$ cat config.mk
export PLATFORM = sky130hd
export DESIGN_NAME = fspc_top
export DESIGN_NICKNAME = d
export VERILOG_FILES = /design/src/design/fspc_pkg.sv /design/src/design/fspc_top.sv
export SDC_FILE = /design/constraint.sdc
export NUM_CORES = 1
export LEC_CHECK = 0
export CAP_MARGIN = 20
export CORE_AREA = 2 2 151 153
export CTS_CLUSTER_DIAMETER = 60
export DETAILED_ROUTE_END_ITERATION = 10
export DIE_AREA = 0 0 153 155
export DONT_BUFFER_PORTS = 1
export HOLD_SLACK_MARGIN = 0.02
export PLACE_DENSITY = 0.5
export SLEW_MARGIN = 25
export SYNTH_ARGS = -nofsm -noshare
export SYNTH_HDL_FRONTEND = slang
export SYNTH_SLANG_ARGS = --single-unit
$ cat constraint.sdc
create_clock -name clk -period 6.6 [get_ports clk]
set_input_delay 1.32 -clock clk [delete_from_list [all_inputs] [get_ports clk]]
set_output_delay 1.32 -clock clk [all_outputs]
set_load 0.005 [all_outputs]
$ cat src/design/fspc_pkg.sv
// Package for the framed serial port: register map, field positions, reset values.
// Assumes a Wishbone classic slave with 32-bit data, registers in the low 16 bits.
package fspc_pkg;
   localparam logic [3:0] ADDR_STATUS = 4'h0;
   localparam logic [3:0] ADDR_CTRL1 = 4'h4;
   localparam logic [3:0] ADDR_CTRL2 = 4'h8;
   localparam logic [3:0] ADDR_DATA = 4'hC;
   // Status and control word
   localparam int ST_PORT_ON = 15;
   localparam int ST_IDLE_HALT = 13;
   localparam int ST_RX_OVF = 6;
   localparam int ST_TX_FULL = 1;
   localparam int ST_RX_FULL = 0;
   // Control word one
   localparam int C1_CLK_OFF = 12;
   localparam int C1_SDO_OFF = 11;
   localparam int C1_WIDE = 10;
   localparam int C1_SMP = 9;
   localparam int C1_OUT_EDGE = 8;
   localparam int C1_SEL_EN = 7;
   localparam int C1_CKP = 6;
   localparam int C1_MASTER = 5;
   localparam int C1_SEC_LO = 2;
   localparam int C1_PRI_LO = 0;
   localparam logic [15:0] C1_MASK = 16'h1FFF;
   // Control word two
   localparam int C2_FRM_EN = 15;
   localparam int C2_FRM_DIR = 14;
   localparam int C2_FRM_POL = 13;
   localparam int C2_FRM_DLY = 1;
   localparam logic [15:0] C2_MASK = 16'hE002;
   localparam logic [15:0] REG_RESET = 16'h0000;
   localparam logic [4:0] BITS_BYTE = 5'h08;
   localparam logic [4:0] BITS_WORD = 5'h10;
endpackage

$ cat src/design/fspc_top.sv
// Framed serial port: Wishbone register file, clock divider, shifter, framing.
// Assumes the serial pins come from outside the clock domain and idleMode from the core.
// Summary of operation
// [RULE1] port_on enables the port and takes over the four serial pins.
// [RULE2] idle_halt set stops the port while the device is idle.
// [RULE3] Receiving while rx_holding is unread sets rx_overflow_flag; the new word is lost.
// [RULE4] Writing the data buffer loads tx_holding and sets tx_buffer_full.
// [RULE5] Moving tx_holding into the shift register clears tx_buffer_full.
// [RULE6] Moving a received word into rx_holding sets rx_buffer_full.
// [RULE7] Reading the data buffer clears rx_buffer_full.
// [RULE8] internal_clock_off stops the master clock and frees the clock pin.
// [RULE9] serial_out_off frees the serial output pin.
// [RULE10] Software keeps output_edge_select at zero in framed operation.
// [RULE11] clock_idle_polarity sets the idle level of the serial clock.
// [RULE12] primary_divider 11,10,01,00 divides by 1,4,16,64 in master operation.
// [RULE13] Serial clock equals clock over primary times secondary; secondary 111 1:1 to 000 8:1; code rounds odd products down to even.
// [RULE14] framed_enable turns the select pin into the frame sync pulse.
// [RULE15] frame_pulse_direction one takes the pulse in, zero drives it out.
// [RULE16] frame_pulse_polarity one means active-high, zero active-low.
// [RULE17] frame_pulse_timing one aligns pulse with first bit, zero one bit earlier.
// [RULE18] Each transfer shifts 8 or 16 bits, out and in at once.
// [RULE19] While overflowed, clock edges are ignored until the data buffer is read; code ignores only slave edges, until a status write clears bit 6.
// [RULE20] controller_mode_enable makes the port clock master, else clock slave.
// [RULE21] Slave with output_edge_select set needs select_pin_enable set by software.
// [RULE22] Master input_sample_phase one samples at end of output time, zero at middle; code applies it only with output_edge_select set, else samples on trail.
// [RULE23] output_edge_select one changes output on active-to-idle, zero on idle-to-active.
// [RULE24] Both dividers at 1:1 in master operation are refused.
`timescale 1ns/1ps
module fspc_top #(
   parameter int DataWidth = 16
) (
   input wire logic clk,
   input wire logic rstn,
   input wire logic idleMode,
   input wire logic wbCycI,
   input wire logic wbStbI,
   input wire logic wbWeI,
   input wire logic [3:0] wbAdrI,
   input wire logic [3:0] wbSelI,
   input wire logic [31:0] wbDatI,
   output logic [31:0] wbDatO,
   output logic wbAckO,
   input wire logic sckI,
   output logic sckO,
   output logic sckOe,
   input wire logic sdiI,
   output logic sdoO,
   output logic sdoOe,
   input wire logic selI,
   output logic selO,
   output logic selOe
);
   logic [1:0] rstSync_q;
   logic rst;
   always_ff @(posedge clk or negedge rstn) begin
      if (!rstn) rstSync_q <= 2'h0;
      else rstSync_q <= {rstSync_q[0], 1'h1};
   end
   assign rst = ~rstSync_q[1];

   // Registers
   logic portOn_q;
   logic idleHalt_q;
   logic rxOvf_q;
   logic txFull_q;
   logic rxFull_q;
   logic [15:0] ctrl1_q, ctrl2_q;
   logic [DataWidth-1:0] txHold_q, rxHold_q, shift_q;
   logic busReq, wrAcc, rdAcc, dataWr, dataRd, lowLanes;
   assign busReq = wbCycI & wbStbI & ~wbAckO;
   assign lowLanes = wbSelI[0] | wbSelI[1];
   assign wrAcc = busReq & wbWeI & lowLanes;
   assign rdAcc = busReq & ~wbWeI;
   assign dataWr = wrAcc && wbAdrI == fspc_pkg::ADDR_DATA;
   assign dataRd = rdAcc && wbAdrI == fspc_pkg::ADDR_DATA;

   // Fields
   logic master, wide, input_sample_phase, outEdge, selEn, clock_idle_polarity;
   logic clkOff, sdoOff;
   logic framed_enable, frmDir, frame_pulse_polarity, frame_pulse_timing;
   logic [2:0] secDiv;
   logic [1:0] priDiv;
   assign master = ctrl1_q[fspc_pkg::C1_MASTER];
   assign wide = ctrl1_q[fspc_pkg::C1_WIDE];
   assign input_sample_phase = ctrl1_q[fspc_pkg::C1_SMP];
   assign outEdge = ctrl1_q[fspc_pkg::C1_OUT_EDGE] & ~framed_enable; // RULE10
   assign selEn = ctrl1_q[fspc_pkg::C1_SEL_EN];
   assign clock_idle_polarity = ctrl1_q[fspc_pkg::C1_CKP];
   assign clkOff = ctrl1_q[fspc_pkg::C1_CLK_OFF];
   assign sdoOff = ctrl1_q[fspc_pkg::C1_SDO_OFF];
   assign secDiv = ctrl1_q[fspc_pkg::C1_SEC_LO +: 3];
   assign priDiv = ctrl1_q[fspc_pkg::C1_PRI_LO +: 2];
   assign framed_enable = ctrl2_q[fspc_pkg::C2_FRM_EN];
   assign frmDir = ctrl2_q[fspc_pkg::C2_FRM_DIR];
   assign frame_pulse_polarity = ctrl2_q[fspc_pkg::C2_FRM_POL];
   assign frame_pulse_timing = ctrl2_q[fspc_pkg::C2_FRM_DLY];

   logic run, frmMaster;
   assign run = portOn_q & ~(idleHalt_q & idleMode); // RULE1 RULE2
   assign frmMaster = framed_enable & ~frmDir; // RULE15

   // Pin synchronisers: a change counts when stages two and three agree
   logic [2:0] sckS_q, sdiS_q, selS_q;
   logic sckF_q, sdiF_q, selF_q;
   always_ff @(posedge clk or posedge rst) begin
      if (rst) begin
         sckS_q <= 3'h0;
         sdiS_q <= 3'h0;
         selS_q <= 3'h7;
      end else begin
         sckS_q <= {sckS_q[1:0], sckI};
         sdiS_q <= {sdiS_q[1:0], sdiI};
         selS_q <= {selS_q[1:0], selI};
      end
   end
   always_ff @(posedge clk or posedge rst) begin
      if (rst) begin
         sckF_q <= 1'h0;
         sdiF_q <= 1'h0;
         selF_q <= 1'h1;
      end else begin
         if (sckS_q[1] == sckS_q[2]) sckF_q <= sckS_q[2];
         if (sdiS_q[1] == sdiS_q[2]) sdiF_q <= sdiS_q[2];
         if (selS_q[1] == selS_q[2]) selF_q <= selS_q[2];
      end
   end

   // Half-period divider: half period = primary * secondary / 2 in clocks
   localparam logic [6:0] PriBy1 = 7'h01;
   localparam logic [6:0] PriBy4 = 7'h04;
   localparam logic [6:0] PriBy16 = 7'h10;
   localparam logic [6:0] PriBy64 = 7'h40;
   logic [6:0] priN;
   logic [3:0] secN;
   logic [9:0] halfCnt_q, period;
   logic baudEn, divValid, busy_q;
   always_comb begin
      unique case (priDiv) // RULE12
         2'h3: priN = PriBy1;
         2'h2: priN = PriBy4;
         2'h1: priN = PriBy16;
         2'h0: priN = PriBy64;
      endcase
   end
   assign secN = 4'h8 - {1'h0, secDiv}; // RULE13
   // A half-bit tick every priN*secN/2 clocks; odd products would need a half cycle
   assign period = 10'(priN) * 10'(secN);
   // A 1:1 by 1:1 word would need a tick inside one clock, so it stays pending instead
   assign divValid = period != 10'h001; // RULE24
   assign baudEn = halfCnt_q == 10'((period >> 1) - 10'h001) || period == 10'h002;
   always_ff @(posedge clk or posedge rst) begin
      if (rst) halfCnt_q <= 10'h000;
      else if (!busy_q || baudEn || !master) halfCnt_q <= 10'h000;
      else halfCnt_q <= halfCnt_q + 10'h001;
   end

   // Transfer engine
   typedef enum {S_IDLE, S_FRAME, S_LEAD, S_TRAIL} fspc_state_t;
   fspc_state_t st_q;
   logic sckInt_q, sampled_q, lastSck_q, sdoBit_q, selOut_q;
   logic [4:0] bitCnt_q;
   logic [4:0] nBits;
   logic leadEdge, trailEdge, slvEdge, slvLead, slvTrail, selActive, done, sampleNow;
   assign nBits = wide ? fspc_pkg::BITS_WORD : fspc_pkg::BITS_BYTE; // RULE18
   // Lead edge is idle-to-active; output changes on lead unless outEdge
   // Pins lag about six clocks, so master receive needs a half period of six or more
   assign slvEdge = (sckF_q != lastSck_q) & ~rxOvf_q; // RULE19
   assign slvLead = slvEdge & (sckF_q != clock_idle_polarity); // RULE11
   assign slvTrail = slvEdge & (sckF_q == clock_idle_polarity);
   assign selActive = framed_enable ? (frame_pulse_polarity ? selF_q : ~selF_q) : (~selEn | ~selF_q); // RULE16 RULE21
   assign leadEdge = master ? (baudEn & (st_q == S_LEAD)) : slvLead;
   assign trailEdge = master ? (baudEn & (st_q == S_TRAIL)) : slvTrail;
   assign sampleNow = outEdge ? leadEdge : trailEdge; // RULE23
   assign done = bitCnt_q == nBits;
   logic [DataWidth-1:0] rxWord;
   assign rxWord = wide ? shift_q : {{(DataWidth-8){1'b0}}, shift_q[7:0]};

   always_ff @(posedge clk or posedge rst) begin
      if (rst) lastSck_q <= 1'h0;
      else lastSck_q <= sckF_q;
   end

   always_ff @(posedge clk or posedge rst) begin
      if (rst) begin
         st_q <= S_IDLE;
         busy_q <= 1'h0;
         bitCnt_q <= 5'h00;
         shift_q <= '0;
         sckInt_q <= 1'h0;
         sampled_q <= 1'h0;
         sdoBit_q <= 1'h0;
         selOut_q <= 1'h0;
      end else if (!run) begin
         st_q <= S_IDLE;
         busy_q <= 1'h0;
         bitCnt_q <= 5'h00;
         sckInt_q <= clock_idle_polarity;
         selOut_q <= 1'h0;
      end else begin
         unique case (st_q)
            S_IDLE: begin
               sckInt_q <= clock_idle_polarity;
               if (txFull_q && (master ? divValid : 1'b1)) begin
                  shift_q <= txHold_q; // RULE5
                  sdoBit_q <= wide ? txHold_q[DataWidth-1] : txHold_q[7];
                  bitCnt_q <= 5'h00;
                  busy_q <= 1'h1;
                  // Frame master pulses one bit early unless timing is set
                  selOut_q <= frmMaster; // RULE14
                  st_q <= (framed_enable && !frame_pulse_timing) ? S_FRAME : S_LEAD; // RULE17
               end
            end
            S_FRAME: if (master ? baudEn : slvTrail) st_q <= S_LEAD;
            S_LEAD: begin
               if (leadEdge) begin
                  if (master && !clkOff) sckInt_q <= ~clock_idle_polarity; // RULE8 RULE20
                  selOut_q <= 1'h0;
                  if (sampleNow) sampled_q <= sdiF_q;
                  else if (bitCnt_q != 5'h00) sdoBit_q <= wide ? shift_q[DataWidth-1] : shift_q[7];
                  st_q <= S_TRAIL;
               end
            end
            S_TRAIL: begin
               if (done) begin
                  busy_q <= 1'h0;
                  st_q <= S_IDLE;
               end else if (trailEdge) begin
                  sckInt_q <= clock_idle_polarity;
                  // Master end-of-time sampling takes the pin at the trailing edge
                  shift_q <= {shift_q[DataWidth-2:0], outEdge ? (input_sample_phase && master ? sdiF_q : sampled_q) : sdiF_q}; // RULE18 RULE22
                  if (outEdge) sdoBit_q <= wide ? shift_q[DataWidth-2] : shift_q[6];
                  bitCnt_q <= bitCnt_q + 5'h01;
                  st_q <= S_LEAD;
               end
            end
         endcase
         // Hold in trail after the last bit so completion shows for exactly one cycle
         if (st_q == S_TRAIL && bitCnt_q + 5'h01 == nBits && trailEdge) st_q <= S_TRAIL;
         if (!master && !framed_enable && !selActive && st_q != S_IDLE) begin
            st_q <= S_IDLE;
            busy_q <= 1'h0;
         end
      end
   end

   // Completion pulse for holding-register updates
   logic xferDone;
   assign xferDone = run && st_q == S_TRAIL && done;

   always_ff @(posedge clk or posedge rst) begin
      if (rst) begin
         portOn_q <= 1'h0;
         idleHalt_q <= 1'h0;
         ctrl1_q <= fspc_pkg::REG_RESET;
         ctrl2_q <= fspc_pkg::REG_RESET;
         txHold_q <= '0;
      end else if (wrAcc) begin
         unique case (wbAdrI)
            fspc_pkg::ADDR_STATUS: begin
               portOn_q <= wbDatI[fspc_pkg::ST_PORT_ON];
               idleHalt_q <= wbDatI[fspc_pkg::ST_IDLE_HALT];
            end
            fspc_pkg::ADDR_CTRL1: ctrl1_q <= wbDatI[15:0] & fspc_pkg::C1_MASK;
            fspc_pkg::ADDR_CTRL2: ctrl2_q <= wbDatI[15:0] & fspc_pkg::C2_MASK;
            fspc_pkg::ADDR_DATA: txHold_q <= wbDatI[DataWidth-1:0];
            default: ;
         endcase
      end
   end

   // Flags: hardware set wins over software or read clear
   logic txLoad;
   assign txLoad = run && st_q == S_IDLE && txFull_q && (master ? divValid : 1'b1);
   always_ff @(posedge clk or posedge rst) begin
      if (rst) txFull_q <= 1'h0;
      else if (dataWr) txFull_q <= 1'h1; // RULE4
      else if (txLoad) txFull_q <= 1'h0; // RULE5
   end
   always_ff @(posedge clk or posedge rst) begin
      if (rst) begin
         rxFull_q <= 1'h0;
         rxOvf_q <= 1'h0;
         rxHold_q <= '0;
      end else begin
         if (xferDone && !rxFull_q) begin
            rxHold_q <= rxWord;
            rxFull_q <= 1'h1; // RULE6
         end else if (dataRd) rxFull_q <= 1'h0; // RULE7
         // The overflowed word is dropped; rx_holding keeps the older unread one
         if (xferDone && rxFull_q) rxOvf_q <= 1'h1; // RULE3
         else if (wrAcc && wbAdrI == fspc_pkg::ADDR_STATUS && !wbDatI[fspc_pkg::ST_RX_OVF])
            rxOvf_q <= 1'h0;
      end
   end

   // Bus answer: one wait-free ack cycle after the request is seen
   always_ff @(posedge clk or posedge rst) begin
      if (rst) begin
         wbAckO <= 1'h0;
         wbDatO <= 32'h0000_0000;
      end else begin
         wbAckO <= busReq;
         wbDatO <= 32'h0000_0000;
         if (rdAcc) begin
            unique case (wbAdrI)
               fspc_pkg::ADDR_STATUS: begin
                  wbDatO[fspc_pkg::ST_PORT_ON] <= portOn_q;
                  wbDatO[fspc_pkg::ST_IDLE_HALT] <= idleHalt_q;
                  wbDatO[fspc_pkg::ST_RX_OVF] <= rxOvf_q;
                  wbDatO[fspc_pkg::ST_TX_FULL] <= txFull_q;
                  wbDatO[fspc_pkg::ST_RX_FULL] <= rxFull_q;
               end
               fspc_pkg::ADDR_CTRL1: wbDatO[15:0] <= ctrl1_q;
               fspc_pkg::ADDR_CTRL2: wbDatO[15:0] <= ctrl2_q;
               fspc_pkg::ADDR_DATA: wbDatO[DataWidth-1:0] <= rxHold_q;
               default: ;
            endcase
         end
      end
   end

   // Pins, all registered
   // Enables follow port_on, not the idle halt, so an idle halt keeps the pins owned
   always_ff @(posedge clk or posedge rst) begin
      if (rst) begin
         sckO <= 1'h0;
         sckOe <= 1'h0;
         sdoO <= 1'h0;
         sdoOe <= 1'h0;
         selO <= 1'h0;
         selOe <= 1'h0;
      end else begin
         sckO <= sckInt_q;
         sckOe <= portOn_q & master & ~clkOff; // RULE1 RULE8 RULE20
         sdoO <= sdoBit_q;
         sdoOe <= portOn_q & ~sdoOff; // RULE9
         selO <= frame_pulse_polarity ? selOut_q : ~selOut_q; // RULE16
         selOe <= portOn_q & frmMaster; // RULE14 RULE15
      end
   end
endmodule

---- Word-level counts from Yosys, hierarchy flattened ----
Cells that the tools add are included.
storage, ports and cells
  bits in registers ....................... 160
  output and inout port bits .............. 39
operators by class
  $add $sub $neg .......................... 4
  multiply operators ...................... 1
  equal/unequal tests ..................... 44
  mux-type cells .......................... 73
  bitwise logic cells ..................... 32
  reductions and logical operators ........ 54
operators by type and width
  operator                 number
  $mux W32                 8
  $pmux W32 S4             1
  $mux W16                 5
  $eq A32 B2 Y1 const B    2
  $eq A32 B3 Y1 const B    2
  $logic_not A32 Y1        2
  $mux W1                  38
  $eq A32 B1 Y1 const B    1
  $pmux W16 S2             1
  $reduce_bool A32 Y1      1
  $pmux W7 S4              1
  $mux W5                  5
  $logic_and A1 B1 Y1      20
  $and A1 B1 Y1            18
  $ne A3 B3 Y1 const B     5
  $ne A5 B5 Y1 const B     3
  $pmux W1 S3              5
  $ne A2 B2 Y1 const B     7
  $not A1 Y1               12
  $pmux W6 S2              1
  $reduce_and A4 Y1        3
  $add A10 B1 Y10 const B  1
  $eq A10 B10 Y1           1
  $eq A10 B2 Y1 const B    1
  other kinds (34)         64

---- Longest topological paths before layout ----
Gate-level depths: netlist of the first run.
  depth in word-level cells ............... 14
  gate-level depth with buffers ........... 20

---- Worst setup path after synthesis of the first run ----
OpenSTA, ideal clock, no wires.
  kind .................................... reg2reg
  from .................................... register ctrl1_q[2]
  to ...................................... register shift_q[10]
  library setup time ...................... 0.125 ns
  arrival time ............................ 4.817 ns
  setup slack ............................. 1.657 ns
  stages on the path, launching flop included .. 19
  buffers on the path ..................... 3
  cells stage by stage .................... dfrtp_1 -> or3_1 -> buf_2 -> nor2_1 -> ha_1 -> inv_1 -> fa_1 -> inv_1 -> ha_1 -> or3_1 -> or4_1 -> a2111o_1 -> o21ai_0 -> nor4b_4 -> nor3_1 -> or4_1 -> buf_2 -> buf_6 -> mux2_4
between the ends
  word-level cells in the longest chain between the ends .. 9
  elaborated cells between the ends (all ways) .. 14
  those cells by class .................... add/sub: 2; mul: 1; eq/ne: 5; mux: 2; bitwise: 1; reduce/logical: 3
RTL lines
  what                                    line             RTL
  from (decl)                             fspc_top.sv:67   logic [15:0] ctrl1_q, ctrl2_q;
  from (signal assigned)                  fspc_top.sv:254  ctrl1_q <= fspc_pkg::REG_RESET;
  from (signal assigned)                  fspc_top.sv:263  fspc_pkg::ADDR_CTRL1: ctrl1_q <= wbDatI[15:0] & fspc_pkg::C1_MASK;
  $sub A4 B3 Y4 (*)                       fspc_top.sv:145  assign secN = 4'h8 - {1'h0, secDiv};
  $mul A7 B4 Y10 (*)                      fspc_top.sv:147  assign period = 10'(priN) * 10'(secN);
  $sub A9 B1 Y10                          fspc_top.sv:150  assign baudEn = halfCnt_q == 10'((period >> 1) - 10'h001) || period == 10'h002;
  $eq A10 B10 Y1                          fspc_top.sv:150
  $logic_or A1 B1 Y1                      fspc_top.sv:150
  $and A1 B1 Y1                           fspc_top.sv:172  assign trailEdge = master ? (baudEn & (st_q == S_TRAIL)) : slvTrail;
  $mux W1                                 fspc_top.sv:172
  $ne A2 B2 Y1 (no source line)           -
  $reduce_and A5 Y1 (no source line) (*)  -
  to (signal assigned)                    fspc_top.sv:204  shift_q <= txHold_q;
  to (signal assigned)                    fspc_top.sv:230  shift_q <= {shift_q[DataWidth-2:0], outEdge ? (input_sample_phase && master ? sdiF_q : sampled_q) : sdiF_q};
  to (decl)                               fspc_top.sv:68   logic [DataWidth-1:0] txHold_q, rxHold_q, shift_q;
Every way passes the cells marked *; elsewhere a longest branch is shown, timed or not.
A chain may end at the register's enable or synchronous reset.

---- Worst setup path in the final report of the first run ----
  from .................................... register ctrl1_q[2]
  to ...................................... register shift_q[12]
The elaborated chain is that of the path after synthesis.

==> results.md, run 1 <==
* Placed wire-length estimate at 12400 um
* Capturing element type of the critical path: flop
* Global-route wire length before repair at 27900 um
* Class of the most critical setup path: flop to flop
* DR pass1 iterations at 4
* Post-cts sizing count at 0
* Die X at 153 um
* Layout overhead on the synthesized area at 11.7%
* Worst-case reg-to-reg path depth at 16
* Worst-case vdd ir drop at 0.000165 V
* Final-stage net count at 748
* Maximum number of pins on one net before global-route repair at 75
* Gp weighted congestion at 0.854
* Routed length per instance at 17.7 um
* Clock buffer depth at 2
* Fraction of final layout cells sized beyond drive strength 1 at 0.178
* Latest clock arrival within the worst-skew pair at 0.42 ns
* Global routing usage on met1 at 0.197
* Startpoint of the worst-slack reg-to-reg timing path: ctrl1_q[2]
* Initial DRC Count at 306
* Clock Pin Slew Worst Setup and Hold Paths at 0.06 ns
* Setup repair after global routing missed its margin: no
* Root buffer cell: sky130_fd_sc_hd__clkbuf_16
* Number of global-route vias before repair at 4957
* Worst-margin pin slew at 1.04 ns
* R2R setup slack at 0.83 ns
* DRC violations left at 0
* Number of flip-flops and latches in the synthesized netlist at 130
* Total negative setup slack at 0 ns
* Post-synthesis instance area at 6970 um^2
* Hold_sp: sdiS_q[0]
* Required time at the endpoint of the critical path at 6.90 ns
* Worst slew margin relative to its limit at 0.305
* Number of synthesized flops with an enable pin at 0
* Core outline area at 22200 um^2
* DRT Wirelength at 17300 um
* Number of vias per cell at 5.16
* Total routing usage reported by global routing at 0.150
* Vert. Die Dim at 155 um
* Total Power at 2.13 mW
* Cts bufs inserted at 17
* Die ar. at 23700 um^2
* Met3 usage at 0.0279
* Top-level I/O count at 88
* Antenna cells at 0
* Rows at 55
* Largest stage delay on the critical path at 0.96 ns
* Terminus of the critical flop-to-flop path: shift_q[12]
* Worst hold path stage count at 0
* Run status: finished clean
* CTS tree: yes
* Mean cell area of the mapped netlist at 10.3 um^2
* Crit path launch type: flop
* Post-CTS Hold Fix Bufs at 0
* Final hold violation count at 0
* Met2 track demand over resource at 0.248
* Total global routing overflow at 0
* Max-slew violation total from the final report at 0
* Yosys Warn Count at 0
* Max stage delay cell, worst path: sky130_fd_sc_hd__or4_1
* Antenna violations before repair at 0
* Total setup violations reported at the end of the flow at 0
* Sinks on the clock net at 130
* Number of levels in the clock H-tree at 4
* CP bufs+invs at 2
* Peak-usage layer in the global routing report: met2
* Async S/R FF share, synth at 1.00
* Routed vias at 5037
* Total power density per cell area at 274 nW/um^2
* Synth top area cells: sky130_fd_sc_hd__dfrtp_1, sky130_fd_sc_hd__mux2_2, sky130_fd_sc_hd__nand2_1
* Endpoint of the worst hold path: sdiS_q[1]
* Number of distinct standard cells referenced by the synthesized netlist at 76
* Leading area contributor after synthesis: sky130_fd_sc_hd__dfrtp_1
* Post-detailed-route count of antenna-violating nets at 0
* Highest achievable clock rate at 173 MHz
* Type of the worst min-delay path: flop to flop
* Max-capacitance violation count at 0
* Most frequently used flop master after synthesis: sky130_fd_sc_hd__dfrtp_1
* CP Cell Sequence: or3_1 > nor2_1 > ha_1 > inv_1 > fa_1 > inv_1 > ha_1 > a21o_1 > a32oi_1 > nand4_1 > o31ai_1 > nand4_4 > nor4b_4 > nor3_1 > or4_1 > mux2_4
* Starting density of the core at 0.314
* IO buf count at 0
* Post-CTS setup-driven buffer insertion count at 0
* Share of the synthesized area in the top cell type at 0.452
* Highest fanout seen on the critical path at 16
* CP top delay family: simple AND/OR/NAND/NOR gates
* Final worst clock skew at 0.00749 ns
* Cells after Synth at 678
* Leakage dissipation at 3.59 nW
* Sequential element share of the synthesized area at 0.467
* Time the final worst path needs with I/O delays and setup at 5.77 ns
* Data arrival time of the critical path at 6.07 ns
* Period utilization at 0.874
-- worst reg2reg max path: cells and delay by family, from the launching register on --
| kind | cells | cell delay, ns |
|---|---|---|
| and+or+nand+nor | 7 | 2.56 |
| DFF | 1 | 0.48 |
| buffers and inverters | 2 | 0.11 |
| adders and majority gates | 3 | 0.96 |
| muxes | 1 | 0.49 |
| AOI/OAI and AO/OA | 3 | 1.07 |
-- layout by cell type, fill, tap and decap left out, types with 9 or more instances in the layout --
cell	netlist	final
sky130_fd_sc_hd__nand3_1	22	22
sky130_fd_sc_hd__dfrtp_1	126	125
sky130_fd_sc_hd__mux2_4	10	10
sky130_fd_sc_hd__nor2b_1	9	9
sky130_fd_sc_hd__xnor2_1	14	14
sky130_fd_sc_hd__inv_1	22	22
sky130_fd_sc_hd__clkbuf_16	0	17
sky130_fd_sc_hd__conb_1	2	17
sky130_fd_sc_hd__a21oi_1	16	16
sky130_fd_sc_hd__ha_1	19	19
sky130_fd_sc_hd__nor2_1	59	59
sky130_fd_sc_hd__nor3_1	12	11
sky130_fd_sc_hd__mux2i_1	13	13
sky130_fd_sc_hd__mux2_2	53	53
sky130_fd_sc_hd__o21ai_0	27	27
sky130_fd_sc_hd__and3_1	9	9
sky130_fd_sc_hd__nand2_1	96	96
-- how the worst max path moves through the flow --
stage,slack [ns],cells after the start,from,to
floorplan,1.66,18,ctrl1_q[2],shift_q[10]
detailed placement,0.85,16,ctrl1_q[2],shift_q[8]
global route,0.45,16,ctrl1_q[2],shift_q[15]
CTS,0.80,16,ctrl1_q[2],shift_q[15]
global placement,0.83,16,ctrl1_q[2],shift_q[3]
finish,0.83,16,ctrl1_q[2],shift_q[12]
-- registers in the layout, indices dropped and copies added, names as in the netlist, 2 cells and up --
signal and cells:
ctrl1_q 13, wbDatO 16, shift_q 16, halfCnt_q 10, sdiS_q 3, bitCnt_q 5
ctrl2_q 4, txHold_q 16, st_q 2, rxHold_q 16, sckS_q 3, selS_q 3
rstSync_q 2
-- stage by stage --
| stage | instances | utilization | cell area [um^2] | hold WS [ns] | setup WS [ns] |
|---|---|---|---|---|---|
| after CTS | 976 | 0.350 | 7780 | 0.350 | 0.802 |
| after detailed placement | 944 | 0.325 | 7230 | 0.336 | 0.852 |
| after global placement | 944 | 0.325 | 7230 | 0.338 | 0.833 |
| after global routing | 976 | 0.350 | 7790 | 0.359 | 0.448 |
| final | 976 | 0.350 | 7790 | 0.348 | 0.832 |
| after floorplan | 693 | - | 7030 | 0.331 | 1.66 |
-- layout make-up --
type                    count  area, um^2
repair buffers              7        56.3
flip-flops and latches    130        3260
multi-input cells         500        3470
fillers                  2240       14400
clock buffers              17         425
inverters                  22        82.6
clock inverters            15         133
well taps                 285         357
-- cell families after synthesis --
logic type	after synthesis	share of synthesized area
xor+xnor	23	0.0309
flops	130	0.467
other cells	2	0.00108
simple gates	266	0.188
mux	77	0.129
compound gates	93	0.0953
fa+ha+maj	24	0.0442
buf+inv	63	0.0440
-- report_power, final --
part	total [mW]	internal [mW]	switching, mW
Sequential	0.904	0.845	0.0582
Clock	0.897	0.521	0.376
Combinational	0.330	0.146	0.184
Total	2.13	1.51	0.619
-- layer usage --
layer  wire length, um  vias up  share of wire
met3               599       21          0.035
met1              7930     2556           0.46
li1                  -     2353              -
met2              8460      107           0.49
met4               287        0          0.017
met5                 0        -              0
-- Yosys cell counts (5+ instances only) --
cell,count
sky130_fd_sc_hd__nor3_1,12
sky130_fd_sc_hd__clkbuf_1,20
sky130_fd_sc_hd__nand2_1,96
sky130_fd_sc_hd__ha_1,19
sky130_fd_sc_hd__or4_1,6
sky130_fd_sc_hd__inv_1,22
sky130_fd_sc_hd__and3_1,9
sky130_fd_sc_hd__mux2_2,53
sky130_fd_sc_hd__a21oi_1,16
sky130_fd_sc_hd__nand3_1,22
sky130_fd_sc_hd__nor3b_1,5
sky130_fd_sc_hd__nor2_1,59
sky130_fd_sc_hd__buf_4,16
sky130_fd_sc_hd__xnor2_1,14
sky130_fd_sc_hd__mux2i_1,13
sky130_fd_sc_hd__nand3b_1,5
sky130_fd_sc_hd__and2_1,8
sky130_fd_sc_hd__dfrtp_1,126
sky130_fd_sc_hd__mux2_4,10
sky130_fd_sc_hd__nor4_1,6
sky130_fd_sc_hd__nor2b_1,9
sky130_fd_sc_hd__o21ai_0,27
sky130_fd_sc_hd__or3_1,8
sky130_fd_sc_hd__xor2_1,8
No activity file was read; power rests on OpenSTA's default activity.
==> run 2, diff against run 1 <==
--- a/config.mk
+++ b/config.mk
@@ -6,13 +6,14 @@
 export NUM_CORES = 1
 export LEC_CHECK = 0
 export CAP_MARGIN = 20
-export CORE_AREA = 2 2 151 153
+export CORE_AREA = 2 2 156 158
 export CTS_CLUSTER_DIAMETER = 60
 export DETAILED_ROUTE_END_ITERATION = 10
-export DIE_AREA = 0 0 153 155
+export DIE_AREA = 0 0 158 160
 export DONT_BUFFER_PORTS = 1
 export HOLD_SLACK_MARGIN = 0.02
-export PLACE_DENSITY = 0.5
+export PLACE_DENSITY = 0.48
+export SETUP_SLACK_MARGIN = 0.4
 export SLEW_MARGIN = 25
 export SYNTH_ARGS = -nofsm -noshare
 export SYNTH_HDL_FRONTEND = slang
==> run 2 against run 1 <==
Sequential power is 0.4% lower; worst setup slack better by 0.21 ns; clock-buffer cell count is 1 higher; routed wire length is 3.1% lower; sequential share of layout area is 0.64 points lower; sequential cell count stayed put; cell count is 4.1% higher; register-to-register slack better by 0.21 ns; fmax is 3.7% higher; global-route usage is 1.0 points lower; clock skew is 0.021 ns higher; largest cell class unchanged.
==> results.md, run 2 (synthesis gave the netlist of run 1 again) <==
* Run status: finished clean
* DR pass1 iterations at 5 (+1)
* Maximum number of pins on one net before global-route repair at 51 (-32%)
* R2R setup slack at 1.04 ns (+0.21 ns)
* Layout overhead on the synthesized area at 13.5%
* Post-CTS setup-driven buffer insertion count at 0 (unchanged)
* Sinks on the clock net at 130 (unchanged)
* Core outline area at 23800 um^2 (+7.2%)
* Class of the most critical setup path: flop to flop
* Largest stage delay on the critical path at 0.63 ns (-0.33 ns)
* Terminus of the critical flop-to-flop path: bitCnt_q[4]
* Total negative setup slack at 0 ns (unchanged)
* Period utilization at 0.842 (-0.0314)
* Number of global-route vias before repair at 4826 (-2.6%)
* CTS tree: yes
* DRT Wirelength at 16700 um (-3.1%)
* End-of-flow core utilization at 0.332 (-0.0183)
* Total Power at 2.20 mW (+3.1%)
* Cts bufs inserted at 17 (unchanged)
* Setup repair after global routing missed its margin: no
* Starting density of the core at 0.293 (-0.0210)
* Antenna cells at 0 (unchanged)
* Top library cells by usage in the layout, fill and taps aside: sky130_fd_sc_hd__dfrtp_1, sky130_fd_sc_hd__nand2_1, sky130_fd_sc_hd__nor2_1, sky130_fd_sc_hd__mux2_2, sky130_fd_sc_hd__o21ai_0
* Type of the worst min-delay path: flop to async pin
* Initial DRC Count at 285 (-6.9%)
* Post-CTS Hold Fix Bufs at 0 (unchanged)
* Most frequent standard cell in the layout excluding fill and tap cells: sky130_fd_sc_hd__dfrtp_1
* Worst slew margin relative to its limit at 0.488 (+0.183)
* Max-slew violation total from the final report at 0 (unchanged)
* Worst hold margin at 0.302 ns (-0.0465 ns)
* Total setup violations reported at the end of the flow at 0 (unchanged)
* Max-capacitance violation count at 0 (unchanged)
* Time the final worst path needs with I/O delays and setup at 5.56 ns (-0.207 ns)
* Die ar. at 25300 um^2 (+6.6%)
* Critical path capture point: bitCnt_q[4]
* Final worst clock skew at 0.0288 ns (+0.0213 ns)
* Routed length per instance at 16.5 um (-7.0%)
* Capturing element type of the critical path: flop
* Worst-case vdd ir drop at 0.000188 V (+13%)
* CP Cell Sequence: or3_1 > nor2_1 > ha_1 > inv_1 > fa_1 > inv_1 > ha_1 > or3_1 > or4_1 > a2111o_1 > o21ai_0 > nand2_1 > o32ai_2 > nor2_1 > or4_1 > o31ai_1
* Number of vias per cell at 4.77 (-7.5%)
* Global-route wire length before repair at 27100 um (-3.0%)
* Worst-case reg-to-reg path depth at 16 (unchanged)
* IO buf count at 0 (unchanged)
* Vert. Die Dim at 160 um (+3.2%)
* Final-stage net count at 749 (+0.13%)
* Worst-margin pin slew at 0.762 ns (-0.281 ns)
* Clock Pin Slew Worst Setup and Hold Paths at 0.06 ns (about the same)
* Die X at 158 um (+3.3%)
* Latest clock arrival within the worst-skew pair at 0.43 ns (about the same)
* Fraction of final layout cells sized beyond drive strength 1 at 0.179 (+0.00119)
* Crit path launch type: flop
* Total routing usage reported by global routing at 0.140 (-0.0100)
* Top-level I/O count at 88 (unchanged)
* Post-cts sizing count at 0 (unchanged)
* Placed wire-length estimate at 12100 um (-2.5%)
* Total global routing overflow at 0 (unchanged)
* Antenna violations before repair at 0 (unchanged)
* Worst path setup slack after routing at 1.04 ns (+0.207 ns)
* Data arrival time of the critical path at 5.89 ns (-0.18 ns)
* Final hold violation count at 0 (unchanged)
* Max stage delay cell, worst path: sky130_fd_sc_hd__or4_1
* Root buffer cell: sky130_fd_sc_hd__clkbuf_16
* Routed vias at 4850 (-3.7%)
* Total power density per cell area at 278 nW/um^2 (+1.5%)
* Rows at 57 (+3.6%)
* DRC violations left at 0 (unchanged)
* Startpoint of the worst-slack reg-to-reg timing path: ctrl1_q[2]
* Critical path startpoint: ctrl1_q[2]
* Pre-CTS setup slack at 1.08 ns (+0.224 ns)
* Required time at the endpoint of the critical path at 6.93 ns (+0.03 ns)
* Highest fanout seen on the critical path at 9 (-7)
* Leakage dissipation at 3.61 nW (+0.52%)
* Post-detailed-route count of antenna-violating nets at 0 (unchanged)
* Highest achievable clock rate at 180 MHz (+3.7%)
* Number of levels in the clock H-tree at 4 (unchanged)
* Clock buffer depth at 2 (unchanged)
* Gp weighted congestion at 0.841 (-1.5%)
-- run 2: cell types whose count changed in the layout (fill, tap and decap cells not counted) --
cell,previous run,this run
sky130_fd_sc_hd__inv_8,0,3
sky130_fd_sc_hd__clkinvlp_4,1,4
sky130_fd_sc_hd__clkinv_2,5,0
sky130_fd_sc_hd__buf_4,6,7
sky130_fd_sc_hd__clkbuf_8,0,1
sky130_fd_sc_hd__bufinv_16,1,2
sky130_fd_sc_hd__buf_16,0,1
sky130_fd_sc_hd__clkinv_4,3,0
sky130_fd_sc_hd__buf_6,1,0
-- run 2: through the flow --
stage / instance area (um^2) / std cells
CTS: 7910 / 1016
global placement: 7270 / 983
finish: 7910 / 1016
global route: 7910 / 1016
floorplan: 7030 / 693
detailed placement: 7300 / 984
-- run 2: per-layer routing --
| layer | GRT usage | routed length [um] |
|---|---|---|
| met1 | 0.193 | 8160 |
| met5 | 0 | 0 |
| met3 | 0.0347 | 548 |
| met4 | 0.0430 | 221 |
| met2 | 0.216 | 7800 |
-- run 2: critical path, delay by kind of cell (launching register included) --
family,cells,cell delay [ns]
DFF,1,0.49
adders and majority gates,3,1.02
buffers and inverters,2,0.10
AOI/OAI and AO/OA,4,1.51
and+or+nand+nor,7,2.34
-- run 2: worst min path at each step --
stage / start / end / slack (ns) / cells after the start
after floorplan: rstSync_q[0] / rstSync_q[1] / 0.33 / 0
after global placement: sdiS_q[0] / sdiS_q[1] / 0.33 / 0
after detailed placement: rstSync_q[1] / ctrl1_q[4] / 0.33 / 0
after CTS: rstSync_q[1] / ctrl1_q[4] / 0.33 / 0
after global routing: rstSync_q[1] / ctrl1_q[4] / 0.36 / 0
final: rstSync_q[1] / ctrl1_q[4] / 0.30 / 0
-- run 2: final cells by class --
type                    instances  area [um^2]
fillers                      2461        15900
clock inverters                14          168
repair buffers                  8         80.1
multi-input cells             500         3470
clock buffers                  18          439
flip-flops and latches        130         3260
inverters                      22         82.6
well taps                     324          405
-- run 2: power by group --
| group | internal [mW] | total [mW] | switching [mW] |
|---|---|---|---|
| logic | 0.144 | 0.325 | 0.181 |
| clock network | 0.579 | 0.971 | 0.392 |
| registers | 0.845 | 0.900 | 0.0549 |
| total | 1.57 | 2.20 | 0.628 |
